<file path="src/logic/dac_pkg.sv">
// Purpose: Shared constants and carrier types for the converter code mapper.
// Assumes: APB with 32-bit data; register indices are word indices.
// Notes: Byte address of a register is four times its index.
`default_nettype none
package dac_pkg;
    localparam int unsigned ADDR_W       = 12;
    localparam int unsigned DATA_W       = 32;
    localparam int unsigned HOLD_W       = 8;
    localparam int unsigned CODE_W       = 10;
    localparam int unsigned CTRL_W       = 6;

    // Register indices; the bus address is index times four.
    localparam logic [ADDR_W-1:0] IDX_ANALOG_CONTROL  = 12'h0ef;
    localparam logic [ADDR_W-1:0] IDX_CONVERTER_HOLD  = 12'h0fa;
    localparam logic [ADDR_W-1:0] IDX_LADDER_STATUS   = 12'h0f0;
    localparam logic [ADDR_W-1:0] IDX_UPDATE_COUNT    = 12'h0f1;

    // Analog control field positions.
    localparam int unsigned CTRL_POWER_BIT      = 0;
    localparam int unsigned CTRL_HALF_BIT       = 3;
    localparam int unsigned CTRL_LOW_ZERO_BIT   = 4;
    localparam int unsigned CTRL_LOW_ONE_BIT    = 5;
    localparam int unsigned CTRL_GATE_BIT       = 7;

    // Status field positions.
    localparam int unsigned STAT_CODE_LSB       = 0;
    localparam int unsigned STAT_HALF_BIT       = 16;
    localparam int unsigned STAT_IDLE_BIT       = 17;
    localparam int unsigned STAT_REJECT_BIT     = 24;

    // Values after reset, the idle hold value and the update count width.
    localparam logic [CTRL_W-1:0] CTRL_RESET    = 6'h00;
    localparam logic [HOLD_W-1:0] HOLD_RESET    = 8'h00;
    localparam logic [CODE_W-1:0] CODE_RESET    = 10'h200;
    localparam logic [HOLD_W-1:0] HOLD_IDLE     = 8'h80;
    localparam int unsigned COUNT_W             = 16;

    typedef struct packed {
        logic                wr;
        logic [ADDR_W-1:0]   addr;
        logic [DATA_W-1:0]   wdata;
    } apb_req_t;

    typedef struct packed {
        logic                half_scale_select;
        logic                low_code_bit_one;
        logic                low_code_bit_zero;
        logic [HOLD_W-1:0]   hold;
    } map_in_t;

    // Word index from a byte address; the two low bits select no register.
    function automatic logic [ADDR_W-1:0] word_index(input logic [ADDR_W-1:0] a);
        return {2'b00, a[ADDR_W-1:2]};
    endfunction
endpackage
`default_nettype wire

</file>
<file path="src/logic/apb_reg_port.sv">
// Purpose: APB slave front end with one registered ready per transfer.
// Assumes: Master holds the request until it samples pready high.
// Notes: Read data and error are captured in the setup cycle; refused reads return zero.
`timescale 1ns/1ps
`default_nettype none
module apb_reg_port (
    input  wire logic                          pclk,
    input  wire logic                          presetn,
    input  wire logic                          psel,
    input  wire logic                          penable,
    input  wire logic                          pwrite,
    input  wire logic [dac_pkg::ADDR_W-1:0]    paddr,
    input  wire logic [dac_pkg::DATA_W-1:0]    pwdata,
    input  wire logic [dac_pkg::DATA_W-1:0]    rdata_in,
    input  wire logic                          addr_err,
    output logic                               pready,
    output logic [dac_pkg::DATA_W-1:0]         prdata,
    output logic                               pslverr,
    output dac_pkg::apb_req_t                  req
);
    logic setup;
    assign setup = psel & ~penable & ~pready;

    // Ready rises after the setup edge and falls after the completing edge.
    always_ff @(posedge pclk or negedge presetn) begin
        if (!presetn) begin
            pready <= 1'b0;
        end else begin
            pready <= setup;
        end
    end

    always_ff @(posedge pclk or negedge presetn) begin
        if (!presetn) begin
            prdata  <= '0;
            pslverr <= 1'b0;
        end else if (setup) begin
            prdata  <= (pwrite || addr_err) ? '0 : rdata_in;
            pslverr <= addr_err;
        end
    end

    // A write takes effect only at the edge that completes the access.
    always_comb begin
        req.wr    = psel & penable & pready & pwrite & ~pslverr;
        req.addr  = paddr;
        req.wdata = pwdata;
    end
endmodule // apb_reg_port
`default_nettype wire

</file>
<file path="src/logic/ladder_code_map.sv">
// Purpose: Combinational map from hold and control bits to a ladder code.
// Assumes: Inputs come from registers on the same clock.
// Notes: Both modes produce offset binary from the signed hold value.
`timescale 1ns/1ps
`default_nettype none
module ladder_code_map (
    input  wire dac_pkg::map_in_t              map_in,
    output logic [dac_pkg::CODE_W-1:0]         code
);
    always_comb begin
        if (map_in.half_scale_select) begin
            code = {~map_in.hold[7], map_in.hold, map_in.low_code_bit_one};
        end else begin
            code = {~map_in.hold[7], map_in.hold[6:0],
                    map_in.low_code_bit_one, map_in.low_code_bit_zero};
        end
    end
endmodule // ladder_code_map
`default_nettype wire

</file>
<file path="src/logic/dac_code_mapper.sv">
// Purpose: Register front end and code mapping for a 10-bit resistor ladder.
// Assumes: APB master on pclk; ladder and amplifier sit outside this block.
// Notes: Control and hold are reachable at four times their word indices.
`timescale 1ns/1ps
`default_nettype none
module dac_code_mapper (
    input  wire logic                          pclk,
    input  wire logic                          presetn,
    input  wire logic                          psel,
    input  wire logic                          penable,
    input  wire logic                          pwrite,
    input  wire logic [dac_pkg::ADDR_W-1:0]    paddr,
    input  wire logic [dac_pkg::DATA_W-1:0]    pwdata,
    output logic                               pready,
    output logic [dac_pkg::DATA_W-1:0]         prdata,
    output logic                               pslverr,
    output logic [dac_pkg::CODE_W-1:0]         ladder_code,
    output logic                               half_scale_active,
    output logic                               lowest_current_idle,
    output logic                               front_end_power
);
    dac_pkg::apb_req_t                 req;
    dac_pkg::map_in_t                  map_in;
    logic [dac_pkg::CTRL_W-1:0]        analog_control_q;
    logic [dac_pkg::HOLD_W-1:0]        converter_hold_q;
    logic [dac_pkg::CODE_W-1:0]        mapped_code;
    logic [dac_pkg::CODE_W-1:0]        ladder_code_q;
    logic                              half_q;
    logic                              idle_q;
    logic                              power_q;
    logic                              reject_q;
    logic                              apply_q;
    logic [dac_pkg::COUNT_W-1:0]       update_count_q;
    logic [dac_pkg::DATA_W-1:0]        rdata_mux;
    logic                              addr_err;
    logic [dac_pkg::ADDR_W-1:0]        rd_idx;
    logic [dac_pkg::ADDR_W-1:0]        wr_idx;
    logic                              wr_ctrl;
    logic                              wr_hold;
    logic                              wr_stat;
    logic                              ctrl_gated;

    apb_reg_port u_port (
        .pclk     (pclk),
        .presetn  (presetn),
        .psel     (psel),
        .penable  (penable),
        .pwrite   (pwrite),
        .paddr    (paddr),
        .pwdata   (pwdata),
        .rdata_in (rdata_mux),
        .addr_err (addr_err),
        .pready   (pready),
        .prdata   (prdata),
        .pslverr  (pslverr),
        .req      (req)
    );

    // Unaligned addresses and unknown indices answer with an error.
    function automatic logic mapped_index(input logic [dac_pkg::ADDR_W-1:0] a);
        logic [dac_pkg::ADDR_W-1:0] i;
        i = dac_pkg::word_index(a);
        return (a[1:0] == 2'b00) &&
               (i == dac_pkg::IDX_ANALOG_CONTROL || i == dac_pkg::IDX_CONVERTER_HOLD ||
                i == dac_pkg::IDX_LADDER_STATUS  || i == dac_pkg::IDX_UPDATE_COUNT);
    endfunction

    assign rd_idx   = dac_pkg::word_index(paddr);
    assign wr_idx   = dac_pkg::word_index(req.addr);
    assign addr_err = ~mapped_index(paddr);

    always_comb begin
        rdata_mux = '0;
        case (rd_idx)
            dac_pkg::IDX_ANALOG_CONTROL: begin
                rdata_mux[dac_pkg::CTRL_W-1:0] = analog_control_q;
            end
            dac_pkg::IDX_CONVERTER_HOLD: begin
                rdata_mux[dac_pkg::HOLD_W-1:0] = converter_hold_q;
            end
            dac_pkg::IDX_LADDER_STATUS: begin
                rdata_mux[dac_pkg::STAT_CODE_LSB +: dac_pkg::CODE_W] = ladder_code_q;
                rdata_mux[dac_pkg::STAT_HALF_BIT]   = half_q;
                rdata_mux[dac_pkg::STAT_IDLE_BIT]   = idle_q;
                rdata_mux[dac_pkg::STAT_REJECT_BIT] = reject_q;
            end
            dac_pkg::IDX_UPDATE_COUNT: begin
                rdata_mux[dac_pkg::COUNT_W-1:0] = update_count_q;
            end
            default: begin
                rdata_mux = '0;
            end
        endcase
    end

    assign wr_ctrl    = req.wr && (wr_idx == dac_pkg::IDX_ANALOG_CONTROL);
    assign wr_hold    = req.wr && (wr_idx == dac_pkg::IDX_CONVERTER_HOLD);
    assign wr_stat    = req.wr && (wr_idx == dac_pkg::IDX_LADDER_STATUS);
    // The gate bit is active low: software must write it as zero to update.
    assign ctrl_gated = req.wdata[dac_pkg::CTRL_GATE_BIT];

    // Control bits keep their old value when the written gate bit is high.
    always_ff @(posedge pclk or negedge presetn) begin
        if (!presetn) begin
            analog_control_q <= dac_pkg::CTRL_RESET;
        end else if (wr_ctrl && !ctrl_gated) begin
            analog_control_q <= req.wdata[dac_pkg::CTRL_W-1:0];
        end
    end

    always_ff @(posedge pclk or negedge presetn) begin
        if (!presetn) begin
            converter_hold_q <= dac_pkg::HOLD_RESET;
        end else if (wr_hold) begin
            converter_hold_q <= req.wdata[dac_pkg::HOLD_W-1:0];
        end
    end

    // A refused control write leaves a sticky mark; a new refusal wins over
    // a clear in the same cycle so that no event is lost.
    always_ff @(posedge pclk or negedge presetn) begin
        if (!presetn) begin
            reject_q <= 1'b0;
        end else if (wr_ctrl && ctrl_gated) begin
            reject_q <= 1'b1;
        end else if (wr_stat && req.wdata[dac_pkg::STAT_REJECT_BIT]) begin
            reject_q <= 1'b0;
        end
    end

    // A completed hold write, or a control write with the gate bit low, schedules a refresh.
    always_ff @(posedge pclk or negedge presetn) begin
        if (!presetn) begin
            apply_q <= 1'b0;
        end else begin
            apply_q <= wr_hold | (wr_ctrl & ~ctrl_gated);
        end
    end

    always_comb begin
        map_in.half_scale_select = analog_control_q[dac_pkg::CTRL_HALF_BIT];
        map_in.low_code_bit_one  = analog_control_q[dac_pkg::CTRL_LOW_ONE_BIT];
        map_in.low_code_bit_zero = analog_control_q[dac_pkg::CTRL_LOW_ZERO_BIT];
        map_in.hold              = converter_hold_q;
    end

    ladder_code_map u_map (
        .map_in (map_in),
        .code   (mapped_code)
    );

    // The ladder only moves on a refresh, so it never sees half-written
    // state and stays steady between writes. The reset code is midscale.
    always_ff @(posedge pclk or negedge presetn) begin
        if (!presetn) begin
            ladder_code_q <= dac_pkg::CODE_RESET;
        end else if (apply_q) begin
            ladder_code_q <= mapped_code;
        end
    end

    always_ff @(posedge pclk or negedge presetn) begin
        if (!presetn) begin
            half_q  <= 1'b0;
            idle_q  <= 1'b0;
            power_q <= 1'b0;
        end else if (apply_q) begin
            half_q  <= map_in.half_scale_select;
            // Lowest current follows hold 80H with both low bits clear.
            idle_q  <= (converter_hold_q == dac_pkg::HOLD_IDLE) &&
                       !map_in.low_code_bit_one && !map_in.low_code_bit_zero;
            power_q <= analog_control_q[dac_pkg::CTRL_POWER_BIT];
        end
    end

    // Counts ladder refreshes; wraps silently, software only compares values.
    always_ff @(posedge pclk or negedge presetn) begin
        if (!presetn) begin
            update_count_q <= '0;
        end else if (apply_q) begin
            update_count_q <= update_count_q + 1'b1;
        end
    end

    assign ladder_code         = ladder_code_q;
    assign half_scale_active   = half_q;
    assign lowest_current_idle = idle_q;
    assign front_end_power     = power_q;
endmodule // dac_code_mapper
`default_nettype wire

</file>
<file path="config.mk">
export PLATFORM = sky130hd
export DESIGN_NAME = dac_code_mapper
export DESIGN_NICKNAME = d
export VERILOG_FILES = /design/src/logic/dac_pkg.sv /design/src/logic/apb_reg_port.sv /design/src/logic/ladder_code_map.sv /design/src/logic/dac_code_mapper.sv
export SDC_FILE = /design/constraint.sdc
export NUM_CORES = 1
export LEC_CHECK = 0
export BUFFER_PORTS_ARGS = -buffer_cell sky130_fd_sc_hd__buf_2
export CAP_MARGIN = 20
export CORE_MARGIN = 2
export CORE_UTILIZATION = 51
export DETAILED_ROUTE_END_ITERATION = 16
export PLACE_DENSITY = 0.89
export SKIP_CTS_REPAIR_TIMING = 1
export SYNTH_ARGS = -nofsm -noshare
export SYNTH_HDL_FRONTEND = slang
export SYNTH_SLANG_ARGS = --single-unit
</file>
<file path="constraint.sdc">
create_clock -name pclk -period 2.4 [get_ports pclk]
set_clock_uncertainty 0.15 [all_clocks]
set_input_delay 0.12 -clock pclk [delete_from_list [all_inputs] [get_ports pclk]]
set_output_delay 0.12 -clock pclk [all_outputs]
set_load 0.01 [all_outputs]
</file>
* Word-level counts from Yosys, hierarchy flattened
Cells that the tools add are included.
** Word-level totals
- Flip-flop bits (word level) :: 79
- Bits in latches :: 0
- Memory bits (writable) :: 0
- Memory bits (read-only) :: 0
- Output and inout port bits :: 47
- Word-level logic and storage cells :: 60
- Memories :: 0
** Operators by class
- Add/subtract/negate cells :: 1
- $mul :: 0
- Divide/modulo/power cells :: 0
- $lt $le $gt $ge :: 0
- Equal/unequal tests :: 5
- Shift-type cells :: 0
- Multiplexer cells :: 10
- Bitwise gates (word level) :: 14
- Reduce and logical (&&, ||, !) cells :: 18
** Operators with widths (number)
- equality test 10 x 8 -> 1 bit, second input constant :: 4
- 2-to-1 mux 25 bit :: 1
- case mux 6 bit (4 select lines) :: 1
- adder 16 x 1 -> 16 bit, second input constant :: 1
- logical AND 1 bit :: 9
- 2-to-1 mux 9 bit :: 1
- equality test 8 bit, second input constant :: 1
- AND 1 bit :: 7
- 2-to-1 mux 6 bit :: 1
- NOT 1 bit :: 6
- case mux 2 bit (3 select lines) :: 1
- logical OR 1 bit :: 4
- case mux 2 bit (2 select lines) :: 1
- zero test 1 bit :: 3
- 2-to-1 mux 1 bit :: 3
- zero test 2 bit :: 1
- 2-to-1 mux 2 bit :: 1
- nonzero test 2 bit :: 1
- OR 1 bit :: 1

* Logic depth before layout (Yosys ltp)
Gate-level depths: netlist of run 1.
- Depth after elaboration :: 8
- Depth in mapped cells :: 7

* Hierarchy
From an unflattened synthesis of run 1, not the netlist that was laid out.
** Second synthesis, totals
- Cells, all modules :: 366
- Area, all modules :: 4449.3 um^2
** Modules (own cells, without submodules)
- dac_code_mapper :: times used 1, cells each 198, area each 2407.3 um^2, seq. area each 1127.3 um^2
- apb_reg_port :: times used 1, cells each 157, area each 1891.8 um^2, seq. area each 850.8 um^2
- ladder_code_map :: times used 1, cells each 11, area each 150.1 um^2, seq. area each 0.0 um^2

* Least setup slack after synthesis of run 1
No wires, ideal clock.
- Path kind :: reg-to-reg
- From :: register u_port.pready
- To :: register analog_control_q[0] (netlist bit)
- Data arrival time :: 1.646 ns
- Data required time :: 2.125 ns
- Path slack :: 0.479 ns
- Cell stages (with the launch flop) :: 7
- Period minus slack after synthesis :: 1.921 ns
- Cells stage by stage :: dfrtp_1 -> nand4_1 -> or2_2 -> clkbuf_1 -> or3_1 -> buf_6 -> mux2_4
** Between the ends
- Cells in the longest elaborated chain, start to end :: 5
** Ends and longest elaborated chain
- start: declaration :: line apb_reg_port.sv:16 : output logic pready,
- start signal: assignment :: line apb_reg_port.sv:29 : pready <= setup;
- AND 1 bit (3 in series) :: line apb_reg_port.sv:45 : req.wr = psel & penable & pready & pwrite & ~pslverr;
- logical AND 1 bit :: line dac_code_mapper.sv:96 : assign wr_ctrl = req.wr && (wr_idx == dac_pkg::IDX_ANALOG_CONTROL);
- logical AND 1 bit :: line dac_code_mapper.sv:106 : end else if (wr_ctrl && !ctrl_gated) begin
- end signal: assignment :: line dac_code_mapper.sv:105 : analog_control_q <= dac_pkg::CTRL_RESET;
- end signal: assignment :: line dac_code_mapper.sv:107 : analog_control_q <= req.wdata[dac_pkg::CTRL_W-1:0];
- end: declaration :: line dac_code_mapper.sv:24 : logic [dac_pkg::CTRL_W-1:0] analog_control_q;
Every way passes these cells.
A chain may end at the register's enable or synchronous reset.

* Worst setup path in the final report of run 1
- From :: register u_port.pready
- To :: register u_port.pslverr
** Between the ends
- Cells in the longest elaborated chain, start to end :: 2
** Ends and longest elaborated chain
- NOT 1 bit :: line apb_reg_port.sv:22 : assign setup = psel & ~penable & ~pready;
- AND 1 bit :: line apb_reg_port.sv:22
- end signal: assignment :: line apb_reg_port.sv:39 : pslverr <= addr_err;
- end: declaration :: line apb_reg_port.sv:18 : output logic pslverr,
Every way passes these cells.

==> impl_metrics.tcl, run 1 <==
set metrics [dict create \
    p_seq_share_pct 51.3 \
    p_per_area_mw_per_mm2 571.5 \
    peakVddDrop_uv 410.8 \
    syn_to_final_growth_pct 20.45 \
    critPathLaunchType "register" \
    diodes 0 \
    grt_pass1_wl_um 11220 \
    cp.required_ns 2.49 \
    routedWlPerCell_um 16.58 \
    ys_warn_count 0 \
    fp.dieH_um 82.60 \
    h-tree-depth 3 \
    synth_seq_cells 66 \
    hold_class "primary input to register" \
    fmaxAchievable_mhz 489.9 \
    synthesis.area_sq_mm 0.003151 \
    cts_tree "yes" \
    grt_pass1_vias 2231 \
    multiInputGateArea_sq_mm 0.001356 \
    drc 0 \
    drt_iter0_drc 86 \
    rsz0062_at_grt "false" \
    die_w_um 82.60 \
    placementRows 28 \
    clock_latency_ns 0.35 \
    via_count 2470 \
    seq_area_frac_synth_pct 52.46 \
    fin_nets 397 \
    tns_ns 0 \
    clock-sinks 66 \
    start_util_pct 52.90 \
    io_pins 96 \
    pwr-share-clk_pct 43.5 \
    gp_congestion 0.8862 \
    drv_slew 0 \
    drt.antenna.violating_nets 0 \
    worstMarginPinSlew_ns 0.7916 \
    yosysUniqueCellTypes 40 \
    p_leak_uw 0.001875 \
    numCtsBuffers 9 \
    grtUsageTotal_pct 22.39 \
    fillers 468 \
    hold_violations 0 \
    worstSetupPathType "register to register" \
    core_sq_mm 0.005956 \
    final_common_cell "dfrtp_1" \
    fin_total_pwr_uw 2169 \
    clk_path_buf_depth 2 \
    placement.io_buffers 59 \
    mostFrequentLayoutCells "65 x dfrtp_1, 59 x buf_2, 19 x mux2i_1" \
    cts_root_buf "clkbuf_8" \
    drv_cap 0 \
    synth-edff-count 0 \
    min_period_over_period_pct 85.05 \
    whs_ns 0.08435 \
    ys.flop_type "dfrtp_1" \
    routed_wl_um 7078 \
    antenna_found_initial 0 \
    avgSynthCellArea_sq_um 11.50 \
    cp-end-kind "register" \
    grt_max_degree 27 \
    place_hpwl_um 5132 \
    register_area_sq_mm 0.001653 \
    drive_gt1_share_pct 29.26 \
    p_sw_uw 507.4 \
    synthArstFlopShare_pct 100.0 \
    setup_violations 0 \
    path_max_fanout 20 \
    gr-total-overflow 0 \
    postLayoutCoreUtil_pct 63.72 \
    pwr-share-comb_pct 5.2 \
    vias_per_cell 5.785 \
    die_area_sq_mm 0.006822 \
    intPower_uw 1661 \
    path_clk_slew_ns 0.07 \
    relSlewSlack_pct 46.82 \
    synth_cells 274 \
    dr.pass1.iters 4 \
    outcome "finished clean" \
    p_sw_share_pct 23.40 \
    cp_data_arrival_time_ns 2.14 \
    min_period_ns 2.041 \
]
## final timing paths
path	startpoint	end	slack, ns	cells after the start
worst max-delay path	u_port.pready$_DFF_PN0_	u_port.pslverr$_DFFE_PN0P_	0.36	6
worst min-delay path	pwrite	reject_q$_DFFE_PN0P_	0.08	4
worst max register to register	u_port.pready$_DFF_PN0_	u_port.pslverr$_DFFE_PN0P_	0.36	6
worst min register to register	u_port.prdata[9]$_DFFE_PN0P_	u_port.prdata[9]$_DFFE_PN0P_	0.33	2
max in group asynchronous	presetn	update_count_q[4]$_DFFE_PN0P_	1.23	3
min in group asynchronous	presetn	u_port.pready$_DFF_PN0_	0.16	2
## stage by stage
| stage | instances | worst slack (ns) | instance area, sq um |
|---|---|---|---|
| after detailed placement | 397 | 0.3494 | 3451 |
| after floorplan | 286 | 0.4788 | 3196 |
| after CTS | 413 | 0.4519 | 3655 |
| final | 427 | 0.3589 | 3795 |
| after global placement | 397 | 0.3702 | 3451 |
| after global routing | 427 | 0.2287 | 3795 |
## synthesized netlist by cell type, drive strengths merged, types with 6 or more instances
library cell / instances / share of area [%]
dfrtp: 65 / 52
buf: 21 / 4.6
mux2i: 19 / 6.0
nand4: 18 / 3.6
nor2: 18 / 2.1
mux2: 17 / 6.8
nand2: 16 / 1.9
a22o: 15 / 4.2
xnor2: 12 / 3.3
a21oi: 11 / 1.7
clkbuf: 7 / 0.83
nor3: 7 / 1.5
nand3: 6 / 1.4
o311ai: 6 / 1.7
## critical path: stages, from the launching register on
cell and delay (ns):
dfrtp_1 0.39, nor2_1 0.11, nand2_1 0.08, buf_4 0.21
a2111oi_0 0.36, dlygate4sd3_1 0.60, nor2_1 0.04
## sequential cells by signal, indices dropped and copies added, names as in the netlist
register	count
analog_control_q	6
apply_q	1
converter_hold_q	8
front_end_power	1
half_scale_active	1
ladder_code	10
lowest_current_idle	1
reject_q	1
u_port.prdata	19
u_port.pready	1
u_port.pslverr	1
update_count_q	16
## layer usage
metal	wire (um)	up-vias	part of all wire (%)	GRT usage (%)
li1	-	1130	-	-
met1	3061	1228	43	29.46
met2	3416	99	48	36.05
met3	465	13	6.6	4.891
met4	134	0	1.9	9.016
met5	0	-	0	0
## layout make-up
cell class	count	area share, %
sequential	66	43.55
multi-input combinational	188	35.74
timing repair buffer	78	12.46
clock buffer	10	3.627
tap	75	2.473
clock inverter	6	1.747
inverter	4	0.3956
## power groups by stage
stage	Clock [uW]	Sequential (uW)	Combinational, uW
floorplan	0	1140	56.0
detailed placement	0	1130	95.6
global route	999	1110	127
CTS	954	1110	95.7
global placement	0	1130	92.5
finish	943	1110	112
## logic make-up after synthesis
family	synth area share [%]
AND/OR/NAND/NOR	13.74
flip-flops	52.46
AO/OA/AOI/OAI	10.37
multiplexers	12.83
buffers and inverters	5.917
XOR/XNOR	4.170
adder cells (fa/ha/maj)	0.3971
other	0.1190
(Power assumes the default switching activity.)
==> run 2, diff against run 1 <==
--- a/config.mk
+++ b/config.mk
@@ -8,9 +8,9 @@
 export BUFFER_PORTS_ARGS = -buffer_cell sky130_fd_sc_hd__buf_2
 export CAP_MARGIN = 20
 export CORE_MARGIN = 2
-export CORE_UTILIZATION = 51
+export CORE_UTILIZATION = 40
 export DETAILED_ROUTE_END_ITERATION = 16
-export PLACE_DENSITY = 0.89
+export PLACE_DENSITY = 0.75
 export SKIP_CTS_REPAIR_TIMING = 1
 export SYNTH_ARGS = -nofsm -noshare
 export SYNTH_HDL_FRONTEND = slang
==> constraint.sdc (replaced) <==
create_clock -name pclk -period 2.4 [get_ports pclk]
set_clock_uncertainty 0.15 [all_clocks]
set_input_delay 0.72 -clock pclk [delete_from_list [all_inputs] [get_ports pclk]]
set_output_delay 0.72 -clock pclk [all_outputs]
set_load 0.01 [all_outputs]
==> impl_metrics.tcl, run 2 (synthesis gave the netlist of run 1 again) <==
set metrics [dict create \
    outcome "finished clean" \
    pwr-share-clk_pct 46.4 \
    grt_pass1_vias 2381 \
    path_clk_slew_ns 0.08 \
    dpl.cell_count 439 \
    h-tree-depth 3 \
    drive_gt1_share_pct 33.43 \
    grt_pass1_wl_um 12010 \
    vias_per_cell 5.299 \
    start_util_pct 40.98 \
    reg2reg_to "analog_control_q[4]$_DFFE_PN0P_" \
    clock_latency_ns 0.35 \
    placement.io_buffers 59 \
    cts_tree "yes" \
    p_seq_share_pct 48.8 \
    via_count 2411 \
    fmaxAchievable_mhz 477.5 \
    register_area_sq_mm 0.001653 \
    gp_congestion 0.8130 \
    gr-total-overflow 0 \
    setup_ws_ns 0.3060 \
    peakVddDrop_uv 347.5 \
    intPower_uw 1744 \
    routedWlPerCell_um 16.35 \
    multiInputGateArea_sq_mm 0.001356 \
    critPathLaunchType "primary input" \
    drt.antenna.violating_nets 0 \
    routed_wl_um 7437 \
    final_common_cell "dfrtp_1" \
    io_pins 96 \
    place_hpwl_um 5469 \
    rsz0062_at_grt "false" \
    worstSetupPathType "primary input to register" \
    largest_reg_flops 19 \
    clock-sinks 66 \
    min_period_ns 2.094 \
    setup_violations 0 \
    p_per_area_mw_per_mm2 591.2 \
    postLayoutCoreUtil_pct 50.21 \
    grt_max_degree 25 \
    drv_slew 0 \
    drt_iter0_drc 149 \
    cp-end-kind "register" \
    die_w_um 92.75 \
    dr.pass1.iters 4 \
    drv_cap 0 \
    fin_nets 398 \
    hold_violations 0 \
    clk_path_buf_depth 2 \
    syn_to_final_growth_pct 22.52 \
    cts_root_buf "clkbuf_8" \
    relSlewSlack_pct 59.86 \
    layout.cells.non_filler 455 \
    path_max_fanout 7 \
    fp.dieH_um 92.75 \
    top_register "u_port.prdata" \
    p_sw_uw 538.1 \
    pwr-share-comb_pct 4.8 \
    fin_total_pwr_uw 2282 \
    antenna_found_initial 0 \
    min_period_over_period_pct 87.25 \
    worstMarginPinSlew_ns 0.6021 \
    placementRows 32 \
    grtUsageTotal_pct 18.14 \
    cp.required_ns 2.54 \
    reg2reg_from "u_port.pready$_DFF_PN0_" \
    whs_ns 0.2094 \
    r2r_slack_ns 0.53 \
    hold_class "primary input to async pin" \
    p_leak_uw 0.001909 \
    p_sw_share_pct 23.58 \
    cp_data_arrival_time_ns 2.23 \
    die_area_sq_mm 0.008603 \
    numCtsBuffers 9 \
    mostFrequentLayoutCells "65 x dfrtp_1, 59 x buf_2, 19 x mux2i_1" \
    preCtsSetupSlack_ns -0.08022 \
    rr_worst_depth 5 \
    drc 0 \
    diodes 0 \
    core_sq_mm 0.007687 \
    fillers 719 \
]
-- run 2: worst max-delay path: stages --
cell,delay (ns)
buf_2,0.10
buf_4,0.12
nor3_1,0.21
nand2_1,0.21
o311ai_0,0.56
buf_4,0.20
a22o_1,0.11
-- run 2: layout make-up --
cell class / instances / area share (%)
sequential: 66 / 42.82
tap: 102 / 3.306
inverter: 4 / 0.3890
timing repair buffer: 79 / 12.51
multi-input combinational: 188 / 35.14
clock buffer: 9 / 3.209
clock inverter: 7 / 2.626
-- run 2: per-layer routing --
metal | track usage, % | wire length, um | up-vias
li1 | - | - | 1127
met2 | 28.41 | 3423 | 104
met5 | 0 | 0 | -
met4 | 5.882 | 104 | 0
met3 | 4.801 | 522 | 9
met1 | 24.63 | 3387 | 1171
-- run 2: power by group through the flow --
stage	Sequential, uW	Combinational [uW]	Clock [uW]
after detailed placement	1130	110	0
after floorplan	1140	56.0	0
after CTS	1110	110	1080
after global routing	1110	121	1120
final	1110	110	1060
after global placement	1130	107	0
-- run 2: worst max-delay path by stage --
stage	from	to	slack, ns	depth (start not counted)
after CTS	paddr[11]	u_port.prdata[0]$_DFFE_PN0P_	0.30	7
after floorplan	paddr[2]	converter_hold_q[0]$_DFFE_PN0P_	0.13	5
after global routing	paddr[11]	u_port.prdata[0]$_DFFE_PN0P_	0.24	7
after global placement	paddr[11]	u_port.prdata[0]$_DFFE_PN0P_	0.03	7
after detailed placement	paddr[11]	u_port.prdata[0]$_DFFE_PN0P_	-0.08	7
final	paddr[11]	u_port.prdata[0]$_DFFE_PN0P_	0.31	7
-- run 2: metrics by stage --
| step | instance area, sq um | TNS (ns) |
|---|---|---|
| 2_1_floorplan | 3196 | 0 |
| 4_1_cts | 3860 | 0 |
| 6_report | 3860 | 0 |
| 3_5_place_dp | 3635 | -0.08022 |
| 5_1_grt | 3860 | 0 |
| 3_3_place_gp | 3635 | 0 |
==> run 3, diff against run 2 <==
--- a/config.mk
+++ b/config.mk
@@ -10,7 +10,7 @@
 export CORE_MARGIN = 2
 export CORE_UTILIZATION = 40
 export DETAILED_ROUTE_END_ITERATION = 16
-export PLACE_DENSITY = 0.75
+export PLACE_DENSITY = 0.77
 export SKIP_CTS_REPAIR_TIMING = 1
 export SYNTH_ARGS = -nofsm -noshare
 export SYNTH_HDL_FRONTEND = slang
==> constraint.sdc (replaced) <==
create_clock -name pclk -period 1.7 [get_ports pclk]
set_clock_uncertainty 0.15 [all_clocks]
set_input_delay 0.51 -clock pclk [delete_from_list [all_inputs] [get_ports pclk]]
set_output_delay 0.51 -clock pclk [all_outputs]
set_load 0.01 [all_outputs]
==> impl_metrics.tcl, run 3 (synthesis gave the netlist of run 1 again) <==
set metrics [dict create \
    outcome "finished with violations" \
    violations "negative setup slack" \
    setup_ws_ns -0.07043 \
    vias_per_cell 5.374 \
    placementRows 32 \
    path_clk_slew_ns 0.08 \
    routedWlPerCell_um 15.74 \
    worstSetupPathType "primary input to register" \
    critPathLaunchType "primary input" \
    drv_cap 0 \
    place_hpwl_um 5418 \
    drt.antenna.violating_nets 0 \
    fin_nets 414 \
    cp_data_arrival_time_ns 1.85 \
    drv_slew 0 \
    p_per_area_mw_per_mm2 824.1 \
    drt_iter0_drc 115 \
    syn_to_final_growth_pct 29.15 \
    antenna_found_initial 0 \
    relSlewSlack_pct 62.29 \
    numCtsBuffers 9 \
    layout.cells.non_filler 471 \
    drive_gt1_share_pct 38.75 \
    min_period_over_period_pct 104.1 \
    via_count 2531 \
    clk_path_buf_depth 2 \
    routed_wl_um 7413 \
    dpl.cell_count 454 \
    hold_class "primary input to async pin" \
    cp-end-kind "register" \
    setup_violations 6 \
    min_period_ns 1.770 \
    grt_max_degree 67 \
    path_max_fanout 7 \
    final_common_cell "dfrtp_1" \
    start_util_pct 40.98 \
    gp_congestion 0.8894 \
    die_w_um 92.75 \
    whs_ns 0.02052 \
    fillers 687 \
    diodes 0 \
    h-tree-depth 3 \
    cp.required_ns 1.78 \
    p_leak_uw 0.002009 \
    largest_reg_flops 19 \
    grt_pass1_wl_um 11790 \
    placement.io_buffers 59 \
    preCtsSetupSlack_ns -0.5530 \
    cts_tree "yes" \
    die_area_sq_mm 0.008603 \
    dr.pass1.iters 4 \
    worstMarginPinSlew_ns 0.5656 \
    gr-total-overflow 0 \
    clock_latency_ns 0.34 \
    clock-sinks 66 \
    peakVddDrop_uv 543.9 \
    drc 0 \
    cts_root_buf "clkbuf_8" \
    mostFrequentLayoutCells "65 x dfrtp_1, 58 x buf_2, 34 x buf_4" \
    grt_pass1_vias 2463 \
    grtUsageTotal_pct 17.50 \
    hold_violations 0 \
    rr_worst_depth 4 \
    io_pins 96 \
    core_sq_mm 0.007687 \
    fmaxAchievable_mhz 564.8 \
    rsz0062_at_grt "true" \
    top_register "u_port.prdata" \
    fp.dieH_um 92.75 \
]
-- run 3: final cells by class --
class,instances,area [sq um],share of cell area (%)
inverters,4,15.01,0.3690
flip-flops and latches,66,1653,40.62
multi-input cells,188,1434,35.24
well taps,102,127.6,3.137
repair buffers,95,596.8,14.67
clock inverters,6,115.1,2.829
clock buffers,10,127.6,3.137
-- run 3: worst paths after layout --
kind | startpoint | to | slack (ns)
min in group pclk | pwdata[6] | converter_hold_q[6]$_DFFE_PN0P_ | 0.25
min | presetn | u_port.pready$_DFF_PN0_ | 0.02
max | paddr[11] | analog_control_q[3]$_DFFE_PN0P_ | -0.07
min reg2reg | update_count_q[15]$_DFFE_PN0P_ | update_count_q[15]$_DFFE_PN0P_ | 0.34
max reg2reg | u_port.pready$_DFF_PN0_ | analog_control_q[3]$_DFFE_PN0P_ | -0.06
max in group asynchronous | presetn | ladder_code[9]$_DFFE_PN1P_ | 1.06
-- run 3: per-stage QoR --
stage               total power [uW]  area, sq um  TNS (ns)  utilization, %
detailed placement              1771         3742    -14.57           48.68
floorplan                       1686         3216    -4.349               -
global route                    3454         4069   -0.7782           52.93
global placement                1767         3742    -12.58           48.68
finish                          3353         4069   -0.3736           52.93
CTS                             3377         3985    -2.417           51.84
-- run 3: per-layer routing --
metal / global-route usage, % / share of wire [%]
met5: 0 / 0
met2: 28.28 / 47
met3: 4.150 / 5.7
met1: 23.17 / 46
met4: 6.005 / 1.7
-- run 3: critical path, cell delays in order --
cell      delay (ns)
buf_2           0.10
and4bb_2        0.35
nand3_4         0.09
or3_4           0.48
mux2_4          0.32
-- run 3: where the power goes --
part | switching (uW) | internal [uW] | total (uW)
Clock | 629 | 980 | 1610
Sequential | 0.726 | 1570 | 1570
Combinational | 107 | 67.2 | 174
Total | 736 | 2620 | 3350
